### src/rtl/flash_status_regs.svh
// Purpose: Shared constants for the flash status query link.
// Assumes: One clock, 250 MHz; bytes move in parallel over the link.
// Notes: Codes, offsets and field positions used by both ends.
`ifndef FLASH_STATUS_REGS_SVH
`define FLASH_STATUS_REGS_SVH
// ----------------------------------------------------------------------
// Link byte values
// ----------------------------------------------------------------------
`define MATCH1_A 8'h86
`define MATCH1_B 8'h30
`define MATCH2_A 8'h79
`define MATCH2_B 8'hcf
`define CMD_STATUS 8'hc3
`define CMD_WRITE 8'h30
`define CMD_READ 8'h37
`define CMD_RAMLOAD 8'h60
`define CMD_ERASE 8'hf0
`define CMD_SUM 8'h90
`define CMD_ID 8'hc0
`define CMD_SECURE 8'hfa
`define START_MARK 8'h3a
`define BYTE_COUNT 8'h04
`define RESERVED_BYTE 8'h00
`define ERR_COMMAND 8'h63
`define ERR_FRAMING 8'ha1
`define ERR_OVERRUN 8'ha3
`define ERR_REPEAT 2'h3
// ----------------------------------------------------------------------
// Status code fields
// ----------------------------------------------------------------------
`define ST_BLANK_BIT 0
`define ST_SECURE_BIT 1
`define ST_DEBUG_BIT 2
`define ST_ERASE_JUDGE_BIT 3
// ----------------------------------------------------------------------
// Controller registers over AHB-Lite (byte addresses)
// ----------------------------------------------------------------------
`define REG_CTRL 8'h00
`define REG_COMMAND 8'h04
`define REG_STATUS 8'h08
`define REG_REPLY 8'h0c
`define REG_LAST_RX 8'h10
`define CTRL_START_BIT 0
`define CTRL_MATCH1_BIT 1
`define CTRL_MATCH2_BIT 2
`define CTRL_RESET 32'h0000_0000
`endif

### src/rtl/flash_status_pkg.sv
// Purpose: Types used by the device end of the status query link.
// Assumes: Nothing beyond the constants header.
// Notes: Holds types only.
package flash_status_pkg;
   // Verdict of the permission matrix on a command.
   typedef enum logic [2:0]
   {
      perm_allow = 3'b001,
      perm_password = 3'b010,
      perm_refuse = 3'b100
   } perm_t;
endpackage : flash_status_pkg

### src/rtl/serial_link_if.sv
// Purpose: Byte link between the programming controller and the device.
// Assumes: Each byte is a one-cycle strobe with data; frame faults ride along.
// Notes: Baud adjustment is modelled by the match bytes alone.
`timescale 1ns/10ps
`default_nettype none
interface serial_link_if;
   logic h2d_valid;
   logic [7:0] h2d_data;
   logic h2d_framing_err;
   logic h2d_overrun_err;
   logic d2h_valid;
   logic [7:0] d2h_data;
   modport controller
   (
      output h2d_valid,
      output h2d_data,
      output h2d_framing_err,
      output h2d_overrun_err,
      input d2h_valid,
      input d2h_data
   );
   modport device
   (
      input h2d_valid,
      input h2d_data,
      input h2d_framing_err,
      input h2d_overrun_err,
      output d2h_valid,
      output d2h_data
   );
endinterface : serial_link_if
`default_nettype wire

### src/rtl/permission_matrix.sv
// Purpose: Decides whether a command may run from the status flags.
// Assumes: Flags are stable while a command is judged.
// Notes: Pure combinational lookup.
`timescale 1ns/10ps
`default_nettype none
`include "flash_status_regs.svh"
module permission_matrix
(
   input wire logic [7:0] command,
   input wire logic secure,
   input wire logic programmed,
   input wire logic erase_judge,
   input wire logic chip_erase,
   output flash_status_pkg::perm_t verdict
);
   // Command classes.
   wire is_wrl = (command == `CMD_WRITE) || (command == `CMD_READ) ||
                 (command == `CMD_RAMLOAD);
   wire is_free = (command == `CMD_STATUS) || (command == `CMD_SUM) ||
                  (command == `CMD_ID);
   wire is_erase = (command == `CMD_ERASE);
   wire is_secure = (command == `CMD_SECURE);

   // Matrix lookup; refusal is the fallback for every unmatched row.
   always_comb
   begin
      verdict = flash_status_pkg::perm_refuse;
      if (is_free)
         verdict = flash_status_pkg::perm_allow;
      else if (is_wrl)
      begin
         if (secure)
            verdict = flash_status_pkg::perm_refuse;
         else if (programmed)
            verdict = flash_status_pkg::perm_password;
         else
            verdict = flash_status_pkg::perm_allow;
      end
      else if (is_erase && chip_erase)
      begin
         if (programmed && erase_judge)
            verdict = flash_status_pkg::perm_password;
         else
            verdict = flash_status_pkg::perm_allow;
      end
      else if (is_erase)
      begin
         if (programmed && erase_judge && !secure)
            verdict = flash_status_pkg::perm_password;
         else
            verdict = flash_status_pkg::perm_refuse;
      end
      else if (is_secure && programmed)
         verdict = flash_status_pkg::perm_password;
   end
endmodule : permission_matrix
`default_nettype wire

### src/rtl/status_device.sv
// Purpose: Boot command handler answering the flash status query.
// Assumes: Received bytes arrive as one-cycle strobes, synchronous to hclk.
// Notes: Once idle after an error, only hresetn restarts the handler.
// What this block does
// First match byte 86 or 30, echoed
// Second match byte 79 or cf, echoed
// Command c3 is echoed before reply
// Command fault sends one code three times
// Reply starts with 3a then 04
// Status byte then three zero bytes
// Last byte is negated sum of four
// Status byte only 00 to 0f
// Bit 3 is the erase judgment flag
// Bit 2 is the debug security flag
// Bit 1 is security program enabled
// Bit 0 set if vector area programmed
// After checksum wait for next command
// Security refuses write, loader, sector erase
// Controller chip-erases to regain those commands; here chip_erase_mode only alters the erase verdict
// Blank device permissions per matrix
// Programmed device permissions per matrix
// Erase permissions follow erase judgment
// Refused command echoed, then idle
// 63 unknown, a1 framing, a3 overrun
// Password failure sends nothing
// Checksum sum kept modulo 256
// Idle ignores input until reset
//
// Decided for this implementation: the AHB-Lite register port and the register offsets.
`timescale 1ns/10ps
`default_nettype none
`include "flash_status_regs.svh"
module status_device
(
   input wire logic hclk,
   input wire logic hresetn,
   serial_link_if.device link,
   input wire logic erase_password_judge_flag,
   input wire logic debug_security_check_flag,
   input wire logic security_program_enabled,
   input wire logic vector_area_programmed,
   input wire logic chip_erase_mode,
   output logic halted,
   output logic [7:0] last_command
);
   typedef enum logic [5:0]
   {
      st_match1 = 6'b000001,
      st_match2 = 6'b000010,
      st_command = 6'b000100,
      st_reply = 6'b001000,
      st_error = 6'b010000,
      st_idle = 6'b100000
   } state_t;

   state_t state;
   logic [2:0] reply_index;
   logic [1:0] err_count;
   logic [7:0] err_code;
   flash_status_pkg::perm_t verdict;

   // ----------------------------------------------------------------------
   // Status byte and checksum
   // ----------------------------------------------------------------------
   function automatic logic [7:0] twos_sum(input logic [7:0] a,
                                           input logic [7:0] b);
      logic [7:0] s;
      s = a + b;
      twos_sum = 8'h00 - s;
   endfunction : twos_sum

   wire [7:0] status_code = {4'h0,
      erase_password_judge_flag,
      debug_security_check_flag,
      security_program_enabled,
      vector_area_programmed};
   wire [7:0] checksum = twos_sum(status_code, `RESERVED_BYTE);

   // Reply table, indexed by position after the echo.
   logic [7:0] reply_byte;
   always_comb
   begin
      case (reply_index)
         3'h0: reply_byte = `START_MARK;
         3'h1: reply_byte = `BYTE_COUNT;
         3'h2: reply_byte = status_code;
         3'h3, 3'h4, 3'h5: reply_byte = `RESERVED_BYTE;
         default: reply_byte = checksum;
      endcase
   end

   permission_matrix u_matrix
   (
      .command(link.h2d_data),
      .secure(security_program_enabled),
      .programmed(vector_area_programmed),
      .erase_judge(erase_password_judge_flag),
      .chip_erase(chip_erase_mode),
      .verdict(verdict)
   );

   // ----------------------------------------------------------------------
   // Byte classification
   // ----------------------------------------------------------------------
   wire rx = link.h2d_valid;
   wire rx_fault = link.h2d_framing_err || link.h2d_overrun_err;
   wire is_m1 = (link.h2d_data == `MATCH1_A) ||
                (link.h2d_data == `MATCH1_B);
   wire is_m2 = (link.h2d_data == `MATCH2_A) ||
                (link.h2d_data == `MATCH2_B);
   wire is_status = (link.h2d_data == `CMD_STATUS);
   wire [7:0] fault_code = link.h2d_framing_err ? `ERR_FRAMING :
                           link.h2d_overrun_err ? `ERR_OVERRUN :
                           `ERR_COMMAND;

   // ----------------------------------------------------------------------
   // Command acceptance
   // ----------------------------------------------------------------------
   // Any defined command is known, whatever the matrix says of it. A
   // refused one is still echoed before the handler falls idle, and only
   // a foreign code earns the command fault. Deciding by the verdict
   // alone would turn every refusal into a fault code, which the far end
   // would read as a broken link rather than a locked device.
   wire known = link.h2d_data inside {`CMD_STATUS, `CMD_WRITE,
      `CMD_READ, `CMD_RAMLOAD, `CMD_ERASE, `CMD_SUM, `CMD_ID,
      `CMD_SECURE};

   assign halted = (state == st_idle);

   // Main sequencer; one reply byte leaves per cycle.
   always_ff @(posedge hclk or negedge hresetn)
   begin
      if (!hresetn)
      begin
         state <= st_match1;
         reply_index <= 3'h0;
         err_count <= 2'h0;
         err_code <= 8'h00;
         link.d2h_valid <= 1'b0;
         link.d2h_data <= 8'h00;
         last_command <= 8'h00;
      end
      else
      begin
         link.d2h_valid <= 1'b0;
         case (state)
            st_match1:
               if (rx && !rx_fault && is_m1)
               begin
                  link.d2h_valid <= 1'b1;
                  link.d2h_data <= link.h2d_data;
                  state <= st_match2;
               end
            st_match2:
               if (rx && !rx_fault && is_m2)
               begin
                  link.d2h_valid <= 1'b1;
                  link.d2h_data <= link.h2d_data;
                  state <= st_command;
               end
               else if (rx)
                  state <= st_idle;
            st_command:
               if (rx)
               begin
                  last_command <= link.h2d_data;
                  if (rx_fault || !known)
                  begin
                     err_code <= fault_code;
                     err_count <= 2'h0;
                     state <= st_error;
                  end
                  else
                  begin
                     link.d2h_valid <= 1'b1;
                     link.d2h_data <= link.h2d_data;
                     reply_index <= 3'h0;
                     // Password checks are not modelled, so any command
                     // other than the query ends here, silently.
                     state <= (is_status &&
                        verdict == flash_status_pkg::perm_allow) ?
                        st_reply : st_idle;
                  end
               end
            st_reply:
            begin
               link.d2h_valid <= 1'b1;
               link.d2h_data <= reply_byte;
               reply_index <= reply_index + 3'h1;
               if (reply_index == 3'h6)
                  state <= st_command;
            end
            st_error:
            begin
               link.d2h_valid <= 1'b1;
               link.d2h_data <= err_code;
               err_count <= err_count + 2'h1;
               if (err_count == `ERR_REPEAT - 2'h1)
                  state <= st_idle;
            end
            st_idle:
               state <= st_idle;
            default:
               state <= st_idle;
         endcase
      end
   end
endmodule : status_device
`default_nettype wire

### src/flat_wrapper.sv
// flat-port wrapper written by rule: the top's interface ports become plain ports
module status_device_flat 
  (hclk, hresetn, erase_password_judge_flag, debug_security_check_flag, security_program_enabled, vector_area_programmed, chip_erase_mode, halted, last_command, link_h2d_valid, link_h2d_data, link_h2d_framing_err, link_h2d_overrun_err, link_d2h_valid, link_d2h_data);
  serial_link_if link_i ();
  input wire logic hclk;
  input wire logic hresetn;
  input wire logic erase_password_judge_flag;
  input wire logic debug_security_check_flag;
  input wire logic security_program_enabled;
  input wire logic vector_area_programmed;
  input wire logic chip_erase_mode;
  output logic halted;
  output logic [7:0] last_command;
  input wire logic [$bits(link_i.h2d_valid)-1:0] link_h2d_valid;
  input wire logic [$bits(link_i.h2d_data)-1:0] link_h2d_data;
  input wire logic [$bits(link_i.h2d_framing_err)-1:0] link_h2d_framing_err;
  input wire logic [$bits(link_i.h2d_overrun_err)-1:0] link_h2d_overrun_err;
  output wire logic [$bits(link_i.d2h_valid)-1:0] link_d2h_valid;
  output wire logic [$bits(link_i.d2h_data)-1:0] link_d2h_data;
  assign link_i.h2d_valid = link_h2d_valid;
  assign link_i.h2d_data = link_h2d_data;
  assign link_i.h2d_framing_err = link_h2d_framing_err;
  assign link_i.h2d_overrun_err = link_h2d_overrun_err;
  assign link_d2h_valid = link_i.d2h_valid;
  assign link_d2h_data = link_i.d2h_data;
  status_device u_core (.hclk(hclk), .hresetn(hresetn), .link(link_i), .erase_password_judge_flag(erase_password_judge_flag), .debug_security_check_flag(debug_security_check_flag), .security_program_enabled(security_program_enabled), .vector_area_programmed(vector_area_programmed), .chip_erase_mode(chip_erase_mode), .halted(halted), .last_command(last_command));
endmodule
### config.mk
export PLATFORM = sky130hd
export DESIGN_NAME = status_device_flat
export DESIGN_NICKNAME = d
export VERILOG_FILES = /design/src/rtl/flash_status_pkg.sv /design/src/rtl/serial_link_if.sv /design/src/rtl/permission_matrix.sv /design/src/rtl/status_device.sv /design/src/flat_wrapper.sv
export VERILOG_INCLUDE_DIRS = /design/src /design/src/rtl
export SDC_FILE = /design/constraint.sdc
export NUM_CORES = 1
export LEC_CHECK = 0
export BUFFER_PORTS_ARGS = -buffer_cell sky130_fd_sc_hd__buf_2
export CORE_ASPECT_RATIO = 1.1
export CORE_MARGIN = 4
export CORE_UTILIZATION = 56
export DETAILED_ROUTE_END_ITERATION = 7
export PLACE_DENSITY = 0.85
export SETUP_SLACK_MARGIN = 0.05
export SLEW_MARGIN = 15
export SYNTH_ARGS = -nofsm -noshare
export SYNTH_HDL_FRONTEND = slang
export SYNTH_HIERARCHICAL = 1
export SYNTH_SLANG_ARGS = --single-unit
### constraint.sdc
create_clock -name hclk -period 2.2 [get_ports hclk]
set_clock_uncertainty 0.05 [all_clocks]
set_input_delay 0.11 -clock hclk [delete_from_list [all_inputs] [get_ports hclk]]
set_output_delay 0.11 -clock hclk [all_outputs]
set_load 0.01 [all_outputs]
* Yosys cells after proc, flatten, opt, wreduce, memory -nomap -nowiden
Cells that the tools add are included.
Word-level totals: bits in registers 36, input bits 18, output and inout bits 18, logic and storage cells 112
Cells by class: $add $sub $neg 3, equality and inequality tests 33, muxes and demuxes 37, reductions and logical operators 32
Operator list (number):
- equality test 8 bit, second input constant | 7
- two-way mux 6 bit | 8
- two-way mux 8 bit | 6
- one-hot mux 8 bit (5 select lines) | 1
- one-hot mux 8 bit (4 select lines) | 1
- one-hot mux 6 bit (5 select lines) | 1
- two-way mux 3 bit | 9
- equality test 8 x 6 -> 1 bit, second input constant | 2
- equality test 8 x 7 -> 1 bit, second input constant | 2
- inequality test 2 x 1 -> 1 bit, second input constant | 5
- AND reduction 5 bit | 2
- equality test 3 bit, second input constant | 3
- AND reduction 3 bit | 3
- logical AND 1 bit | 8
- logical OR 1 bit | 8
- two-way mux 2 bit | 4
- nonzero test 8 bit | 1
- equality test 3 x 1 -> 1 bit, second input constant | 2
- equality test 3 x 2 -> 1 bit, second input constant | 2
- equality test 6 x 1 -> 1 bit, second input constant | 1
- equality test 6 x 2 -> 1 bit, second input constant | 1
- equality test 6 x 3 -> 1 bit, second input constant | 1
- equality test 6 x 4 -> 1 bit, second input constant | 1
- equality test 6 x 5 -> 1 bit, second input constant | 1
- other kinds (18) | 25

* Logic depth before layout (Yosys ltp)
word-level depth 13, depth in mapped cells 8

* Hierarchy
Netlist, hierarchy kept.
Modules (own cells, without submodules):
- status_device | times used 1, cells an instance 182, area an instance 1864.3 um2
- permission_matrix | times used 1, cells an instance 30, area an instance 210.2 um2

* Least setup slack after synthesis
No wires, ideal clock.
path type register to register, start reg u_core.state[4], end reg u_core.link.d2h_data[0], setup time 0.125 ns, arrival time 1.755 ns, required time 2.025 ns, setup slack 0.270 ns, cell stages (with the launch flop) 7, path buffers 0, cell sequence dfrtp_1 nor4_4 nand3b_2 inv_1 nand2_1 o21ai_4 mux2_2
On the way: longest elaborated chain between the ends 3, elaborated cells on any way between the ends 12
Ends and longest elaborated chain:
- start, declared | line status_device.sv:56 | state_t state;
- start signal, assigned | line status_device.sv:135 | state <= st_match1;
- start signal, assigned | line status_device.sv:152 | state <= st_match2;
- start signal, assigned | line status_device.sv:159 | state <= st_command;
- equality test 6 x 1 -> 1 bit, or another cell as far along | line status_device.sv:146 | case (state)
- nonzero test 5 bit (no source line), or another cell as far along
- AND reduction 5 bit (no source line)
- end signal, assigned | line status_device.sv:151 | link.d2h_data <= link.h2d_data;
- end signal, assigned | line status_device.sv:158 | link.d2h_data <= link.h2d_data;
- end signal, assigned | line status_device.sv:176 | link.d2h_data <= link.h2d_data;
- end, declared | line serial_link_if.sv:29 | output d2h_data
Parallel ways exist; a longest one is shown, timed or not. A chain may end at the register's enable or synchronous reset.

* Final worst setup path
start reg u_core.state[4], end reg u_core.link.d2h_data[2]
Same word-level chain as after synthesis.

==> flow_summary.json <==
{
  "grt_max_degree": 33,
  "drt_pre_antenna_iters": 4,
  "hpwlAfterDp_mm": 3.63,
  "cpPeakStageDelay_ns": 0.47,
  "outcome": "finished clean",
  "cp-startpoint": "u_core/state[4]",
  "ant_nets": 0,
  "timing.slew.headroom_pct": 53.9,
  "arrival_ns": 2.21,
  "period_share_pct": 92.8,
  "hp-class": "primary input to register",
  "fin_setup_tns_ns": 0,
  "clkTransAtPathRegs_ns": 0.09,
  "power.density_nw_per_um2": 428,
  "slew_viol_final": 0,
  "cts_tree": "yes",
  "grt_usage_pct": 22.2,
  "cap_violations": 0,
  "setup_ws_ns": 0.157,
  "vias": 1848,
  "cp_slowest_cell": "dfrtp_1",
  "io_buffers": 35,
  "synth-seq-cells": 32,
  "ir_drop_v": 0.000363,
  "viasPerCell": 5.98,
  "crit_family": "simple AND/OR/NAND/NOR gates",
  "start_util_pct": 60.3,
  "cts-root-buf": "clkbuf_4",
  "min_period_ns": 2.04,
  "dp_slack_ns": 0.0707,
  "antenna_found_initial": 0,
  "cts-htree-levels": 2,
  "final_common_cell": "buf_2",
  "yosys_warnings": 6,
  "max_clock_freq_mhz": 490,
  "numCtsBuffers": 5,
  "grt_overflow": 0,
  "synthArstFlopShare_pct": 100,
  "setup_viol": 0,
  "critPathLaunchType": "register",
  "crit_required_ns": 2.37,
  "rsz0062_at_grt": "no",
  "num-fill-cells": 282,
  "syn_nets": 236,
  "syn_avg_cell_area_um2": 9.79,
  "gp_congestion": 0.899,
  "area_growth_pct": 17.9,
  "dieArea_um2": 4740,
  "finalHoldViolations": 0,
  "synth_edf_count": 0,
  "wl_mm": 5.02,
  "drive_above_1_share_pct": 33.3,
  "path_buf_inv": 1,
  "path_cells": "nor4_4 > nand3b_2 > inv_1 > nand2_1 > o21ai_4 > mux2_2",
  "wire_per_inst_um": 16.2,
  "die_width_um": 66.0,
  "diodes": 0,
  "clockBufferDepth": 2,
  "fp.dieH_um": 71.8,
  "endpoint_kind": "register",
  "num_rows": 22,
  "p_leak_uw": 0.00123,
  "tightest_slew_ns": 0.691,
  "worstSkewPairLatency_ns": 0.33,
  "grt_pass1_wl_mm": 8.09,
  "cp_max_fo": 9,
  "min_from": "link_h2d_data[3]",
  "worst-setup-path-type": "register to register",
  "grt_pass1_vias": 1708,
  "ys_seq_area_share_pct": 38.7,
  "drcViolationCount": 0,
  "layout_common_cells": "buf_2 (35), dfrtp_1 (31), mux2_2 (15)",
  "synth_ff_type": "dfrtp_1",
  "nets": 284,
  "netlist-cell-type-count": 59,
  "synth_area_um2": 2070,
  "io_pins": 36,
  "postLayoutCoreUtil_pct": 71.1,
  "synthCells": 212,
  "p_total_uw": 1050,
  "reg2reg_from": "u_core/state[4]",
  "numClockSinks": 32,
  "drtIter0Drc": 126,
  "core_area_um2": 3440
}
[flip-flops by register name, summed over array words and instances, names as in the netlist]
signal and cells:
u_core/last_command 8, u_core/link.d2h_data 8, u_core/state 6, u_core/err_code 4
u_core/reply_index 3, u_core/err_count 2, u_core/link.d2h_valid 1
[final timing paths]
check                                               end  slack (ns)  depth (start not counted)
worst max-delay path            u_core/link.d2h_data[2]        0.16                          6
worst min-delay path             u_core/last_command[3]        0.12                          2
worst max register to register  u_core/link.d2h_data[2]        0.16                          6
worst min register to register       u_core/err_code[6]        0.45                          1
max in group asynchronous        u_core/last_command[0]        1.35                          2
min in group asynchronous         u_core/reply_index[1]        0.29                          2
[metrics by stage]
stage	cells	hold slack, ns	area (µm²)
floorplan	212	-0.236	2070
global placement	296	0.140	2330
detailed placement	296	0.146	2330
CTS	307	0.0913	2420
global route	309	0.100	2450
finish	309	0.116	2450
[metal layers]
layer | track usage (%) | vias up | share of wire, %
met5 | 0 | - | 0
met4 | 6.32 | 0 | 1.4
met3 | 5.17 | 8 | 4.8
met2 | 37.1 | 43 | 51
met1 | 28.5 | 907 | 43
li1 | - | 890 | -
[cell usage after synthesis (2+ instances only)]
library cell  number  share of area [%]
dfrtp_1           31                 37
mux2_2            15                8.1
a21oi_1           13                3.1
inv_1             13                2.4
nand2_1           13                2.4
nor2_1            13                2.4
nand3_1            8                1.9
o21ai_0            7                1.7
ha_1               6                3.6
o22ai_1            5                1.5
a221o_1            4                1.9
buf_2              4               0.97
mux2i_1            4                1.9
nand2b_1           4                1.2
nand3b_1           4                1.4
nand4_1            4                1.2
nor3_1             4               0.97
and3_2             3                1.1
and4bb_2           3                1.8
nor4b_1            3                1.3
a211oi_1           2               0.72
and3_1             2               0.60
and3b_1            2               0.84
clkbuf_1           2               0.36
nor2b_1            2               0.60
nor3b_1            2               0.72
nor4_1             2               0.60
o21ai_2            2               0.84
or2_1              2               0.60
or4_4              2                1.1
xnor2_1            2               0.84
xor2_1             2               0.84
[power breakdown]
| group | internal (µW) | leakage, µW | switching [µW] |
|---|---|---|---|
| combinational | 46.0 | 0.000799 | 70.7 |
| clock | 157 | 0.0000326 | 185 |
| sequential | 588 | 0.000397 | 0.142 |
[worst register-to-register path, cell delays in order, from the launching register on]
cell and delay (ns):
dfrtp_1 0.47, nor4_4 0.35, nand3b_2 0.13, inv_1 0.09, nand2_1 0.11, o21ai_4 0.35, mux2_2 0.39
[layout make-up]
| class | count | area, µm² | share of cell area (%) |
|---|---|---|---|
| inverters | 13 | 48.8 | 1.99 |
| repair buffers | 48 | 280 | 11.5 |
| clock buffers | 8 | 58.8 | 2.40 |
| multi-input cells | 160 | 1200 | 48.9 |
| well taps | 48 | 60.1 | 2.46 |
| flip-flops and latches | 32 | 802 | 32.8 |
[cells by family after synthesis]
family / synth area share (%)
XOR/XNOR: 1.69
flip-flops: 38.7
multiplexers: 10.1
adder cells (fa/ha/maj): 3.62
AO/OA/AOI/OAI: 15.9
AND/OR/NAND/NOR: 25.9
buffers and inverters: 4.22
[what timing repair did]
item | CTS | global route
buffers inserted | 0 | 2
hold endpoints to repair | 34 | 0
hold buffers | 3 | 0
setup endpoints to repair | 0 | 8
resized for setup | 0 | 2
Note: power is estimated with default switching activity, not from simulation.
